$ cat config.mk
export PLATFORM = sky130hd
export DESIGN_NAME = ccp_channel
export DESIGN_NICKNAME = d
export VERILOG_FILES = /design/src/include/ccp_pkg.sv /design/src/ccp_channel.sv
export VERILOG_INCLUDE_DIRS = /design/src /design/src/include
export SDC_FILE = /design/constraint.sdc
export NUM_CORES = 1
export LEC_CHECK = 0
export BUFFER_PORTS_ARGS = -buffer_cell sky130_fd_sc_hd__buf_2
export CAP_MARGIN = 20
export CORE_MARGIN = 3
export CORE_UTILIZATION = 55
export DETAILED_ROUTE_END_ITERATION = 6
export PLACE_DENSITY = 0.81
export SLEW_MARGIN = 20
export SYNTH_ARGS = -nofsm -noshare
export SYNTH_HDL_FRONTEND = slang
export SYNTH_SLANG_ARGS = --single-unit
$ cat constraint.sdc
create_clock -name CORE_CLK -period 5.2 [get_ports CORE_CLK]
set_clock_uncertainty 0.05 [all_clocks]
set_input_delay 1.04 -clock CORE_CLK [delete_from_list [all_inputs] [get_ports CORE_CLK]]
set_output_delay 1.04 -clock CORE_CLK [all_outputs]
set_load 0.03 [all_outputs]
$ cat src/include/ccp_consts.svh
// Constants for the capture/compare channel
// Behaviour
// Capture copies 16-bit timer into pair
// Capture on fall, rise, 4th, 16th rise
// Capture sets flag; overwrite unread value
// Software makes pin input for capture
// Edge detector watches pin itself
// Timer must be synchronous for capture
// Mode change may set spurious flag
// Timer clocked from instruction clock
// Prescaler cleared off, non-capture, reset
// Prescale switch keeps counter, may falsely flag
// Timer holds count during sleep
// Capture works in sleep with external clock
// Compare pair matched against timer continuously
// Match does mode action, sets flag
// Software makes pin output for compare
// Control zero forces compare latch low
// Timer must be synchronous for compare
// Mode 1010 flags only, pin free
// Mode 1011 resets timer, starts conversion
// Trigger immediate, timer zeroed next tick
// Trigger reset leaves overflow flag alone
// Lost match cancels pending timer reset
// Compare not guaranteed in sleep
// Distinct codes for each capture/compare mode
`ifndef CCP_CONSTS_SVH
`define CCP_CONSTS_SVH
`define OFS_CONTROL     12'h000
`define OFS_MATCH_LOW   12'h004
`define OFS_MATCH_HIGH  12'h008
`define OFS_STATUS      12'h00C
`define OFS_TIMER_LOW   12'h010
`define OFS_TIMER_HIGH  12'h014
`define OFS_TIMER_CTRL  12'h018
`define MODE_LSB        0
`define MODE_MSB        3
`define CONTROL_RESET   8'h00
`define PRESCALE_4      5'h04
`define PRESCALE_16     5'h10
`define RESP_OKAY       2'h0
`define RESP_SLVERR     2'h2
`endif

$ cat src/include/ccp_pkg.sv
// Types for the capture/compare channel
package ccp_pkg;
  typedef enum logic [3:0] {
    MODE_OFF       = 4'b0000,
    MODE_CMP_TOG   = 4'b0010,
    MODE_CAP_FALL  = 4'b0100,
    MODE_CAP_RISE  = 4'b0101,
    MODE_CAP_RISE4 = 4'b0110,
    MODE_CAP_RISE16= 4'b0111,
    MODE_CMP_SET   = 4'b1000,
    MODE_CMP_CLR   = 4'b1001,
    MODE_CMP_IRQ   = 4'b1010,
    MODE_CMP_TRIG  = 4'b1011
  } mode_e;
endpackage

$ cat src/ccp_channel.sv
// Capture/compare channel with reference timer and AXI4-Lite registers
//
// The implementer's own choices: the placing of the registers and register access over AXI4-Lite.
`timescale 1ns/1ns
`include "ccp_consts.svh"
module ccp_channel
  import ccp_pkg::*;
(
  input  wire logic        CORE_CLK,
  input  wire logic        NRST,
  input  wire logic        SLEEP,
  input  wire logic        EXT_TICK,
  input  wire logic        ADC_ENABLED,
  input  wire logic        CHANNEL_PIN_IN,
  output logic             CHANNEL_PIN_OUT,
  output logic             CHANNEL_PIN_OE,
  output logic             ADC_START,
  input  wire logic        S_AXI_AWVALID,
  output logic             S_AXI_AWREADY,
  input  wire logic [11:0] S_AXI_AWADDR,
  input  wire logic        S_AXI_WVALID,
  output logic             S_AXI_WREADY,
  input  wire logic [31:0] S_AXI_WDATA,
  input  wire logic [3:0]  S_AXI_WSTRB,
  output logic             S_AXI_BVALID,
  input  wire logic        S_AXI_BREADY,
  output logic [1:0]       S_AXI_BRESP,
  input  wire logic        S_AXI_ARVALID,
  output logic             S_AXI_ARREADY,
  input  wire logic [11:0] S_AXI_ARADDR,
  output logic             S_AXI_RVALID,
  input  wire logic        S_AXI_RREADY,
  output logic [31:0]      S_AXI_RDATA,
  output logic [1:0]       S_AXI_RRESP
);
  logic [7:0]  control_q;
  logic [15:0] match_q;
  logic [15:0] count_q;
  logic        tmr_on_q;
  logic        tmr_ext_q;
  logic        ovf_flag_q;
  logic        event_flag_q;
  logic        pin_q;
  logic        latch_q;
  logic [4:0]  pscl_q;
  logic        trig_pend_q;
  logic [11:0] awaddr_q;
  logic [31:0] wdata_q;
  logic        aw_have_q;
  logic        w_have_q;

  mode_e       mode;
  logic        tick;
  logic        match;
  logic        is_cap;
  logic        is_cmp;
  logic        rise;
  logic        fall;
  logic        cap_edge;
  logic        cap_event;
  logic        cmp_event;
  logic        do_write;
  logic        wr_ctrl;
  logic        wr_mlo;
  logic        wr_mhi;
  logic        wr_stat;
  logic        wr_tlo;
  logic        wr_thi;
  logic        wr_tctl;
  logic [4:0]  pscl_target;

  assign mode = mode_e'(control_q[`MODE_MSB:`MODE_LSB]);
  // instruction-clock timer frozen in sleep; R12: external tick keeps counting
  assign tick = tmr_on_q && (tmr_ext_q ? EXT_TICK : !SLEEP);
  // continuous 16-bit compare
  assign match = (count_q == match_q);
  assign is_cap = (mode == MODE_CAP_FALL) || (mode == MODE_CAP_RISE) ||
                  (mode == MODE_CAP_RISE4) || (mode == MODE_CAP_RISE16);
  assign is_cmp = (mode == MODE_CMP_TOG) || (mode == MODE_CMP_SET) || (mode == MODE_CMP_CLR) ||
                  (mode == MODE_CMP_IRQ) || (mode == MODE_CMP_TRIG);
  // edges seen on the pin level itself, even when we drive it
  assign rise = CHANNEL_PIN_IN && !pin_q;
  assign fall = !CHANNEL_PIN_IN && pin_q;
  assign cap_edge = (mode == MODE_CAP_FALL) ? fall : rise;

  // prescale targets; R24: distinct codes
  always_comb begin
    case (mode)
      MODE_CAP_RISE4:  pscl_target = `PRESCALE_4;
      MODE_CAP_RISE16: pscl_target = `PRESCALE_16;
      default:         pscl_target = 5'h01;
    endcase
  end
  assign cap_event = is_cap && cap_edge && (5'(pscl_q + 5'h01) >= pscl_target);
  // Edge-triggered so a stalled timer does not flag every cycle
  assign cmp_event = is_cmp && match && (tick || trig_pend_q == 1'b0) && !latch_q;

  assign do_write = aw_have_q && w_have_q && !S_AXI_BVALID;
  assign wr_ctrl = do_write && (awaddr_q == `OFS_CONTROL) && (wdata_q[30] == 1'b0);
  assign wr_mlo  = do_write && (awaddr_q == `OFS_MATCH_LOW);
  assign wr_mhi  = do_write && (awaddr_q == `OFS_MATCH_HIGH);
  assign wr_stat = do_write && (awaddr_q == `OFS_STATUS);
  assign wr_tlo  = do_write && (awaddr_q == `OFS_TIMER_LOW);
  assign wr_thi  = do_write && (awaddr_q == `OFS_TIMER_HIGH);
  assign wr_tctl = do_write && (awaddr_q == `OFS_TIMER_CTRL);

  always_ff @(posedge CORE_CLK or negedge NRST) begin
    if (!NRST) begin
      pin_q <= 1'b0;
    end else begin
      pin_q <= CHANNEL_PIN_IN;
    end
  end

  // Match seen once per match episode
  always_ff @(posedge CORE_CLK or negedge NRST) begin
    if (!NRST) begin
      latch_q <= 1'b0;
    end else begin
      latch_q <= is_cmp && match;
    end
  end

  always_ff @(posedge CORE_CLK or negedge NRST) begin
    if (!NRST) begin
      pscl_q <= 5'h00;
    end else if (!is_cap) begin
      // cleared when off or not capturing
      pscl_q <= 5'h00;
    end else if (cap_edge) begin
      // prescale switch keeps count, so may fire early
      pscl_q <= cap_event ? 5'h00 : 5'(pscl_q + 5'h01);
    end
  end

  always_ff @(posedge CORE_CLK or negedge NRST) begin
    if (!NRST) begin
      control_q <= `CONTROL_RESET;
    end else if (wr_ctrl) begin
      control_q <= wdata_q[7:0];
    end
  end

  always_ff @(posedge CORE_CLK or negedge NRST) begin
    if (!NRST) begin
      match_q <= 16'h0000;
    end else if (cap_event) begin
      // capture timer into pair; R3: overwrite unread value
      match_q <= count_q;
    end else if (wr_mlo) begin
      match_q[7:0] <= wdata_q[7:0];
    end else if (wr_mhi) begin
      match_q[15:8] <= wdata_q[7:0];
    end
  end

  // trigger armed on match, timer zeroed on next tick
  always_ff @(posedge CORE_CLK or negedge NRST) begin
    if (!NRST) begin
      trig_pend_q <= 1'b0;
    end else if (mode != MODE_CMP_TRIG) begin
      trig_pend_q <= 1'b0;
    end else if (tick) begin
      trig_pend_q <= 1'b0;
    end else if (cmp_event) begin
      trig_pend_q <= 1'b1;
    end
  end

  always_ff @(posedge CORE_CLK or negedge NRST) begin
    if (!NRST) begin
      count_q    <= 16'h0000;
      ovf_flag_q <= 1'b0;
    end else begin
      if (wr_tlo) begin
        count_q[7:0] <= wdata_q[7:0];
      end else if (wr_thi) begin
        count_q[15:8] <= wdata_q[7:0];
      end else if (tick) begin
        // trigger resets timer; R22: only while match still holds
        if (mode == MODE_CMP_TRIG && match && (trig_pend_q || cmp_event)) begin
          // no overflow flag from trigger reset
          count_q <= 16'h0000;
        end else begin
          count_q <= 16'(count_q + 16'h0001);
          if (count_q == 16'hFFFF) begin
            ovf_flag_q <= 1'b1;
          end
        end
      end
      if (wr_stat && wdata_q[1] && !(tick && count_q == 16'hFFFF)) begin
        ovf_flag_q <= 1'b0;
      end
    end
  end

  always_ff @(posedge CORE_CLK or negedge NRST) begin
    if (!NRST) begin
      tmr_on_q  <= 1'b0;
      tmr_ext_q <= 1'b0;
    end else if (wr_tctl) begin
      tmr_on_q  <= wdata_q[0];
      tmr_ext_q <= wdata_q[1];
    end
  end

  // set wins over software clear; R7: mode change may leave a flag
  always_ff @(posedge CORE_CLK or negedge NRST) begin
    if (!NRST) begin
      event_flag_q <= 1'b0;
    end else if (cap_event || cmp_event) begin
      // flag in every compare mode
      event_flag_q <= 1'b1;
    end else if (wr_stat && wdata_q[0]) begin
      event_flag_q <= 1'b0;
    end
  end

  always_ff @(posedge CORE_CLK or negedge NRST) begin
    if (!NRST) begin
      CHANNEL_PIN_OUT <= 1'b0;
      CHANNEL_PIN_OE  <= 1'b0;
      ADC_START       <= 1'b0;
    end else begin
      // compare runs only on the core clock
      CHANNEL_PIN_OE <= (mode == MODE_CMP_TOG) || (mode == MODE_CMP_SET) || (mode == MODE_CMP_CLR);
      // conversion pulse on match if converter enabled
      ADC_START <= cmp_event && (mode == MODE_CMP_TRIG) && ADC_ENABLED;
      if (wr_ctrl && wdata_q[7:0] == 8'h00) begin
        // control write of zero drops latch low
        CHANNEL_PIN_OUT <= 1'b0;
      end else if (cmp_event) begin
        // pin action; R18: interrupt-only leaves pin alone
        case (mode)
          MODE_CMP_TOG: CHANNEL_PIN_OUT <= !CHANNEL_PIN_OUT;
          MODE_CMP_SET: CHANNEL_PIN_OUT <= 1'b1;
          MODE_CMP_CLR: CHANNEL_PIN_OUT <= 1'b0;
          default:      CHANNEL_PIN_OUT <= CHANNEL_PIN_OUT;
        endcase
      end
    end
  end

  // AXI4-Lite write channel
  always_ff @(posedge CORE_CLK or negedge NRST) begin
    if (!NRST) begin
      aw_have_q     <= 1'b0;
      w_have_q      <= 1'b0;
      awaddr_q      <= 12'h000;
      wdata_q       <= 32'h0000_0000;
      S_AXI_AWREADY <= 1'b0;
      S_AXI_WREADY  <= 1'b0;
      S_AXI_BVALID  <= 1'b0;
      S_AXI_BRESP   <= `RESP_OKAY;
    end else begin
      S_AXI_AWREADY <= !aw_have_q && !S_AXI_AWREADY && S_AXI_AWVALID && !S_AXI_BVALID;
      S_AXI_WREADY  <= !w_have_q && !S_AXI_WREADY && S_AXI_WVALID && !S_AXI_BVALID;
      if (S_AXI_AWVALID && S_AXI_AWREADY) begin
        aw_have_q <= 1'b1;
        awaddr_q  <= {S_AXI_AWADDR[11:2], 2'b00};
      end
      if (S_AXI_WVALID && S_AXI_WREADY) begin
        w_have_q <= 1'b1;
        wdata_q  <= {1'b0, !S_AXI_WSTRB[0], S_AXI_WDATA[29:0]};
      end
      if (do_write) begin
        aw_have_q    <= 1'b0;
        w_have_q     <= 1'b0;
        S_AXI_BVALID <= 1'b1;
        S_AXI_BRESP  <= (awaddr_q <= `OFS_TIMER_CTRL) ? `RESP_OKAY : `RESP_SLVERR;
      end else if (S_AXI_BVALID && S_AXI_BREADY) begin
        S_AXI_BVALID <= 1'b0;
      end
    end
  end

  // AXI4-Lite read channel
  always_ff @(posedge CORE_CLK or negedge NRST) begin
    if (!NRST) begin
      S_AXI_ARREADY <= 1'b0;
      S_AXI_RVALID  <= 1'b0;
      S_AXI_RDATA   <= 32'h0000_0000;
      S_AXI_RRESP   <= `RESP_OKAY;
    end else begin
      S_AXI_ARREADY <= !S_AXI_ARREADY && S_AXI_ARVALID && !S_AXI_RVALID;
      if (S_AXI_ARVALID && S_AXI_ARREADY) begin
        S_AXI_RVALID <= 1'b1;
        S_AXI_RRESP  <= `RESP_OKAY;
        case ({S_AXI_ARADDR[11:2], 2'b00})
          `OFS_CONTROL:    S_AXI_RDATA <= {24'h000000, control_q};
          `OFS_MATCH_LOW:  S_AXI_RDATA <= {24'h000000, match_q[7:0]};
          `OFS_MATCH_HIGH: S_AXI_RDATA <= {24'h000000, match_q[15:8]};
          `OFS_STATUS:     S_AXI_RDATA <= {30'h0, ovf_flag_q, event_flag_q};
          `OFS_TIMER_LOW:  S_AXI_RDATA <= {24'h000000, count_q[7:0]};
          `OFS_TIMER_HIGH: S_AXI_RDATA <= {24'h000000, count_q[15:8]};
          `OFS_TIMER_CTRL: S_AXI_RDATA <= {30'h0, tmr_ext_q, tmr_on_q};
          default: begin
            S_AXI_RDATA <= 32'h0000_0000;
            S_AXI_RRESP <= `RESP_SLVERR;
          end
        endcase
      end else if (S_AXI_RVALID && S_AXI_RREADY) begin
        S_AXI_RVALID <= 1'b0;
      end
    end
  end
endmodule

==> run_results.csv, run 1 <==
group,metric,value,unit
power_and_ir_drop,power.density_cell_area,374.2,nW/um^2
grt,globalRouteMet3Util,5.567,%
floorplanning,placeable_core_area,8976,sq um
clock_network,postCtsHoldBufs,0,
setup_path,timing.critical_path.to_type,"flip-flop",
drt,detailroute.via_count,4133,
sta,report.final.hold_viol_count,0,
clock_network,cts_max_level,3,
drt,final_antenna_net_count,0,
grt,grt_overflow,0,
clock_network,cts_tree,"yes",
synthesis,netlist_top_cells_count,"sky130_fd_sc_hd__dfrtp_1 (91), sky130_fd_sc_hd__nor2_1 (49), sky130_fd_sc_hd__mux2_2 (38)",
grt,grt.busiest_layer,"met2",
sta,setup-violations-final,0,
power_and_ir_drop,vdd_ir_drop_max,0.2689,mV
grt,number_of_antenna_violations_at_the_first_check_in_global_routing,0,
drt,drt_iter0_drc,266,
placed_design,port-buffer-count,57,
grt,grt_first_pass_wirelength,19.20,mm
synthesis,synthesis.area_per_instance,9.805,sq um
grt,met2_usage,38.14,%
floorplanning,floorplan.initialDensity,58.11,%
power_and_ir_drop,p_leak,2.397,nW
synthesis,synthesis.instances,532,
drt,avgRoutedWirePerCell,16.64,um
final_layout,layout-drive-gt1-share,22.26,%
grt,grtUsageTotal,23.12,%
final_layout,layout.nets,646,
min_path,hold_crit_depth,1,
setup_path,critical_path.max_fanout,14,
grt,first_global_vias,3974,
synthesis,post-synth-top-area-cell,"sky130_fd_sc_hd__dfrtp_1",
synthesis,fraction_of_synthesis_flops_using_an_asynchronous_set_or_reset_pin,100.0,%
sta,min_period,2678,ps
sta,slew_headroom,33.65,%
clock_network,postCtsSetupRepairBufs,0,
floorplanning,die_x,103.4,um
min_path,holdCritPathClass,"reg -> reg",
sta,fin_tns_setup,0,ps
setup_path,path_class,"reg -> reg",
sta,worstMarginPinSlew,995.3,ps
sta,max_clock_freq,0.3735,GHz
floorplanning,ios,115,
drt,via_per_inst,5.896,
placed_design,dp_cells,685,
clock_network,cts.clk_slew.worst_paths,90,ps
clock_network,cts_resized,0,
placed_design,detailedPlacementHpwl,8.396,mm
sta,setup_repair_after_global_routing_missed_its_margin,"false",
synthesis,synth.top_cells.by_area,"sky130_fd_sc_hd__dfrtp_1 (44%), sky130_fd_sc_hd__mux2_2 (8.2%), sky130_fd_sc_hd__buf_4 (4.0%)",
synthesis,synth.lib_cells_used.distinct,66,
grt,pin_count_of_the_biggest_net_entering_global_routing,92,
floorplanning,full_die_area,10690,sq um
synthesis,synth_largest_type_area_fraction,43.66,%
floorplanning,chipHeight,103.4,um
clock_network,worst_skew_pair_later_pin_latency,370,ps
grt,gr-usage-met1,30.33,%
synthesis,synth-seq-cells,91,
status,outcome,"finished, final reports clean",
synthesis,synth-warning-count,0,
synthesis,yosys.cell_count.top_type,"sky130_fd_sc_hd__dfrtp_1",
final_layout,antenna-diode-count,0,
setup_path,crit_arrival,2890,ps
setup_path,critPathRequiredTime,5410,ps
placed_design,gpl.final_weighted_congestion,0.9250,
final_layout,areaGrowthSynthToFinish,7.844,%
flow_run,max-cap-violations,0,
clock_network,clkSinkCount,91,
drt,post-route-drc-count,0,
synthesis,synth.cell_area,5216,sq um
setup_path,length_in_cells_of_the_worst_reg_to_reg_path,6,
clock_network,cts-root-buf,"sky130_fd_sc_hd__clkbuf_8",
setup_path,crit_path_start_kind,"flip-flop",
synthesis,seq_area_frac_synth,43.66,%
final_layout,final_cells,701,
floorplanning,row_count,34,
drt,drtPass1Iterations,5,
sta,post-route-period-util,51.49,%
synthesis,ys_dominant_reg_cell,"sky130_fd_sc_hd__dfrtp_1",
drt,postRouteWirelength,11.67,mm
clock_network,max-clock-path-buffers,2,
synthesis,synth_enable_flop_cells,0,
clock_network,numCtsBuffers,9,
sta,drv_slew,0,
## worst max-delay path, stage by stage (launching register included)
cell	delay, ps
sky130_fd_sc_hd__dfrtp_1	510
sky130_fd_sc_hd__nand2_1	90
sky130_fd_sc_hd__nor3_1	290
sky130_fd_sc_hd__a21boi_1	650
sky130_fd_sc_hd__a21oi_1	480
sky130_fd_sc_hd__a22o_1	300
sky130_fd_sc_hd__a21bo_2	210
## registers in the layout, indices dropped and copies added (netlist names), 5 cells and up
signal	flops
S_AXI_RDATA	8
pscl_q	5
count_q	16
awaddr_q	10
match_q	16
control_q	8
wdata_q	9
## cell families after synthesis
kind of cell               count (synthesis)  share of synthesized area, %
DFF                                       91                         43.66
adders and majority gates                  5                         1.199
other                                      1                       0.07189
xor gates and xnor gates                  18                         3.022
buffers and inverters                     72                         8.155
muxes                                     60                         12.66
and+or+nand+nor                          172                         17.53
AOI/OAI and AO/OA                        113                         13.70
## final cells by class
cell class,instances,area [sq um]
Multi-Input combinational cell,394,2611
Inverter,15,56.30
Fill cell,750,3351
Sequential cell,91,2277
Clock buffer,10,127.6
Timing Repair Buffer,59,306.5
Tap cell,126,157.7
Clock inverter,6,88.84
## metal layers
layer  up-vias  wire length (um)
met5         -                 0
met3        20               907
met4         0               178
li1       1932                 -
met1      2005              5084
met2       176              5497
## worst paths after layout
| kind | from | end | slack [ps] |
|---|---|---|---|
| hold / removal | S_AXI_RVALID | S_AXI_ARREADY | 410 |
| setup / recovery | control_q[1] | count_q[11] | 2520 |
| min in group asynchronous | NRST | pscl_q[3] | 690 |
| hold reg to reg | S_AXI_RVALID | S_AXI_ARREADY | 410 |
| setup reg to reg | control_q[1] | count_q[11] | 2520 |
| max in group asynchronous | NRST | count_q[11] | 3880 |
## placed cells by master (no fill, tap or decap), types with 10 or more instances in the layout
| cell | count |
|---|---|
| sky130_fd_sc_hd__mux2_2 | 38 |
| sky130_fd_sc_hd__conb_1 | 26 |
| sky130_fd_sc_hd__a21oi_1 | 36 |
| sky130_fd_sc_hd__nor2_1 | 49 |
| sky130_fd_sc_hd__nand2_1 | 36 |
| sky130_fd_sc_hd__mux2i_1 | 21 |
| sky130_fd_sc_hd__buf_2 | 56 |
| sky130_fd_sc_hd__xnor2_1 | 18 |
| sky130_fd_sc_hd__inv_1 | 15 |
| sky130_fd_sc_hd__dfrtp_1 | 91 |
| sky130_fd_sc_hd__o21ai_0 | 32 |
| sky130_fd_sc_hd__and3_1 | 10 |
| sky130_fd_sc_hd__nand3_1 | 16 |
## stage by stage
step | instance area [sq um] | worst slack [ps] | utilization (%) | power (W) | hold WS (ps)
after CTS | 5622 | 2565 | 62.63 | 0.002107 | 411.5
final | 5625 | 2522 | 62.67 | 0.002105 | 410.1
after global placement | 5405 | 2355 | 60.22 | 0.001556 | 389.0
after floorplan | 5310 | 2644 | - | 0.001422 | 400.5
after detailed placement | 5405 | 2369 | 60.22 | 0.001582 | 398.6
after global routing | 5625 | 2276 | 62.67 | 0.002228 | 430.7
## report_power, final
group / leakage [nW] / internal, W / total (W) / switching [W]
Clock: 0.103 / 0.000272 / 0.000524 / 0.000253
Combinational: 1.24 / 0.000236 / 0.000498 / 0.000262
Sequential: 1.05 / 0.000848 / 0.00108 / 0.000234
Total: 2.40 / 0.00136 / 0.00211 / 0.000749
Note: power is estimated with default switching activity, not from simulation.
==> run 2: changes to the inputs <==
==> constraint.sdc (replaced) <==
create_clock -name CORE_CLK -period 2.8 [get_ports CORE_CLK]
set_clock_uncertainty 0.05 [all_clocks]
set_input_delay 0.56 -clock CORE_CLK [delete_from_list [all_inputs] [get_ports CORE_CLK]]
set_output_delay 0.56 -clock CORE_CLK [all_outputs]
set_load 0.03 [all_outputs]
==> run 2 against run 1 <==
Against the previous run: core utilization increased by 1.6 points; final area increased by 2.6%; wire length increased by 6.0%; non-clock buffer count increased by 20; first-iteration DRC count increased by 60%; worst setup slack got worse by 2200 ps; combinational power increased by 99%; sequential power increased by 84%; critical path type unchanged.
==> run_results.csv, run 2 (same netlist as run 1, synthesis figures left out) <==
group,metric,value,unit
sta,post-route-period-util,89.48,%
drt,via_per_inst,6.010,
power_and_ir_drop,pwr-share-clk,23.6,%
min_path,holdCritPathClass,"in -> async",
setup_path,critPathRequiredTime,3050,ps
clock_network,postCtsSetupRepairBufs,0,
sta,fin_tns_setup,0,ps
floorplanning,ios,115,
clock_network,numCtsBuffers,9,
power_and_ir_drop,share_of_total_power_in_combinational_logic,25.4,%
grt,first_global_vias,4139,
drt,drtPass1Iterations,6,
clock_network,cts-root-buf,"sky130_fd_sc_hd__clkbuf_8",
status,outcome,"finished, final reports clean",
final_layout,layout.cells.most_common_list,"sky130_fd_sc_hd__dfrtp_1 (91), sky130_fd_sc_hd__buf_2 (56), sky130_fd_sc_hd__nor2_1 (49)",
clock_network,postCtsHoldBufs,0,
power_and_ir_drop,power_report.internal_total,0.002509,W
clock_network,cts_resized,0,
drt,detailroute.via_count,4333,
clock_network,cts_max_level,3,
final_layout,regArea,2277,sq um
setup_path,critical_path.cell_chain,"nor2b_1, nand2_1, ha_1, nor2_1, a21boi_0, o31a_1, or3b_2, a21oi_1, a21o_1",
clock_network,max-clock-path-buffers,2,
final_layout,areaGrowthSynthToFinish,10.63,%
placed_design,detailedPlacementHpwl,9.018,mm
drt,post-route-drc-count,0,
final_layout,fillerInstances,732,
setup_path,crit_arrival,2760,ps
floorplanning,full_die_area,10690,sq um
sta,setup-violations-final,0,
floorplanning,floorplan.initialDensity,58.11,%
power_and_ir_drop,pwr-share-seq,51.0,%
grt,grt_overflow,0,
sta,max_clock_freq,0.3991,GHz
sta,report.final.hold_viol_count,0,
drt,avgRoutedWirePerCell,17.15,um
power_and_ir_drop,power.share.switching,35.78,%
sta,worstMarginPinSlew,701.6,ps
power_and_ir_drop,power.net_switching,0.001398,W
sta,slew_headroom,52.57,%
final_layout,largest_registers,"count_q (16), match_q (16), awaddr_q (10)",
floorplanning,die_x,103.4,um
clock_network,cts.clk_slew.worst_paths,90,ps
final_layout,final_common_cell,"sky130_fd_sc_hd__dfrtp_1",
grt,grt_first_pass_wirelength,20.41,mm
grt,grtUsageTotal,24.44,%
drt,drt_iter0_drc,426,
sta,drv_slew,0,
setup_path,crit_path_start_kind,"flip-flop",
sta,finalHoldWorstSlack,125.2,ps
setup_path,path_class,"reg -> reg",
power_and_ir_drop,p_leak,2.496,nW
floorplanning,chipHeight,103.4,um
setup_path,timing.critical_path.to_type,"flip-flop",
grt,pin_count_of_the_biggest_net_entering_global_routing,53,
clock_network,cts_tree,"yes",
floorplanning,placeable_core_area,8976,sq um
final_layout,postLayoutCoreUtil,64.29,%
power_and_ir_drop,power.density_cell_area,677.1,nW/um^2
final_layout,layout.nets,666,
flow_run,max-cap-violations,0,
setup_path,worst_path_largest_cell_delay,490,ps
clock_network,worst_skew_pair_later_pin_latency,360,ps
clock_network,clkSinkCount,91,
placed_design,port-buffer-count,57,
grt,number_of_antenna_violations_at_the_first_check_in_global_routing,0,
drt,final_antenna_net_count,0,
floorplanning,row_count,34,
final_layout,multi_input_area,2611,sq um
placed_design,gpl.final_weighted_congestion,0.9625,
sta,min_period,2505,ps
drt,postRouteWirelength,12.36,mm
power_and_ir_drop,vdd_ir_drop_max,0.5512,mV
setup_path,crit_slowest_cell,"sky130_fd_sc_hd__dfrtp_1",
setup_path,critical_path.max_fanout,8,
sta,setup_repair_after_global_routing_missed_its_margin,"false",
final_layout,layout-drive-gt1-share,24.71,%
final_layout,antenna-diode-count,0,
-- run 2: cell types whose count changed in the layout (fill, tap and decap cells not counted) --
| cell | before | now |
|---|---|---|
| sky130_fd_sc_hd__buf_4 | 2 | 22 |
| sky130_fd_sc_hd__buf_12 | 0 | 1 |
| sky130_fd_sc_hd__buf_6 | 1 | 0 |
| sky130_fd_sc_hd__bufinv_16 | 2 | 1 |
| sky130_fd_sc_hd__clkbuf_8 | 9 | 11 |
| sky130_fd_sc_hd__clkinvlp_4 | 2 | 0 |
| sky130_fd_sc_hd__clkbuf_1 | 1 | 2 |
-- run 2: power by group through the flow --
stage          Clock (W)  Sequential [W]  Combinational (W)
2_1_floorplan          0         0.00187           0.000767
3_3_place_gp           0         0.00198           0.000951
4_1_cts         0.000937         0.00198           0.000994
5_1_grt          0.00100         0.00203            0.00110
3_5_place_dp           0         0.00200           0.000991
6_report        0.000924         0.00199           0.000992
-- run 2: final timing paths --
check	cells after the start	from	slack (ps)	endpoint
worst max-delay path	9	control_q[2]	290	pscl_q[2]
worst min-delay path	1	NRST	130	match_q[10]
worst max register to register	9	control_q[2]	290	pscl_q[2]
worst min register to register	1	S_AXI_ARREADY	400	S_AXI_ARREADY
max in group asynchronous	2	NRST	1920	ovf_flag_q
min in group CORE_CLK	1	CHANNEL_PIN_IN	270	pin_q
-- run 2: cell type report --
class / count / share of cell area [%]
Multi-Input combinational cell: 394 / 45.25
Sequential cell: 91 / 39.46
Timing Repair Buffer: 79 / 8.066
Clock buffer: 13 / 2.754
Tap cell: 126 / 2.732
Inverter: 15 / 0.9757
Clock inverter: 3 / 0.7589
-- run 2: stage by stage --
stage          instances  setup WS [ps]  instance area, sq um  power, W
6_report             721          294.6                  5771  0.003907
5_1_grt              721          139.2                  5771  0.004124
4_1_cts              721          317.8                  5771  0.003906
3_5_place_dp         705          366.3                  5568  0.002994
3_3_place_gp         705          511.8                  5568  0.002930
2_1_floorplan        557          546.8                  5310  0.002641
-- run 2: layer usage --
metal	routed length [um]	GRT usage [%]
met1	5343	34.36
met2	5680	38.77
met3	1000	4.158
met4	339	7.769
met5	0	0
-- run 2: critical path: cells and delay by family (launching register included) --
kind / cells / cell delay (ps)
flops: 1 / 490
simple gates: 4 / 960
fa+ha+maj: 1 / 300
compound gates: 4 / 640
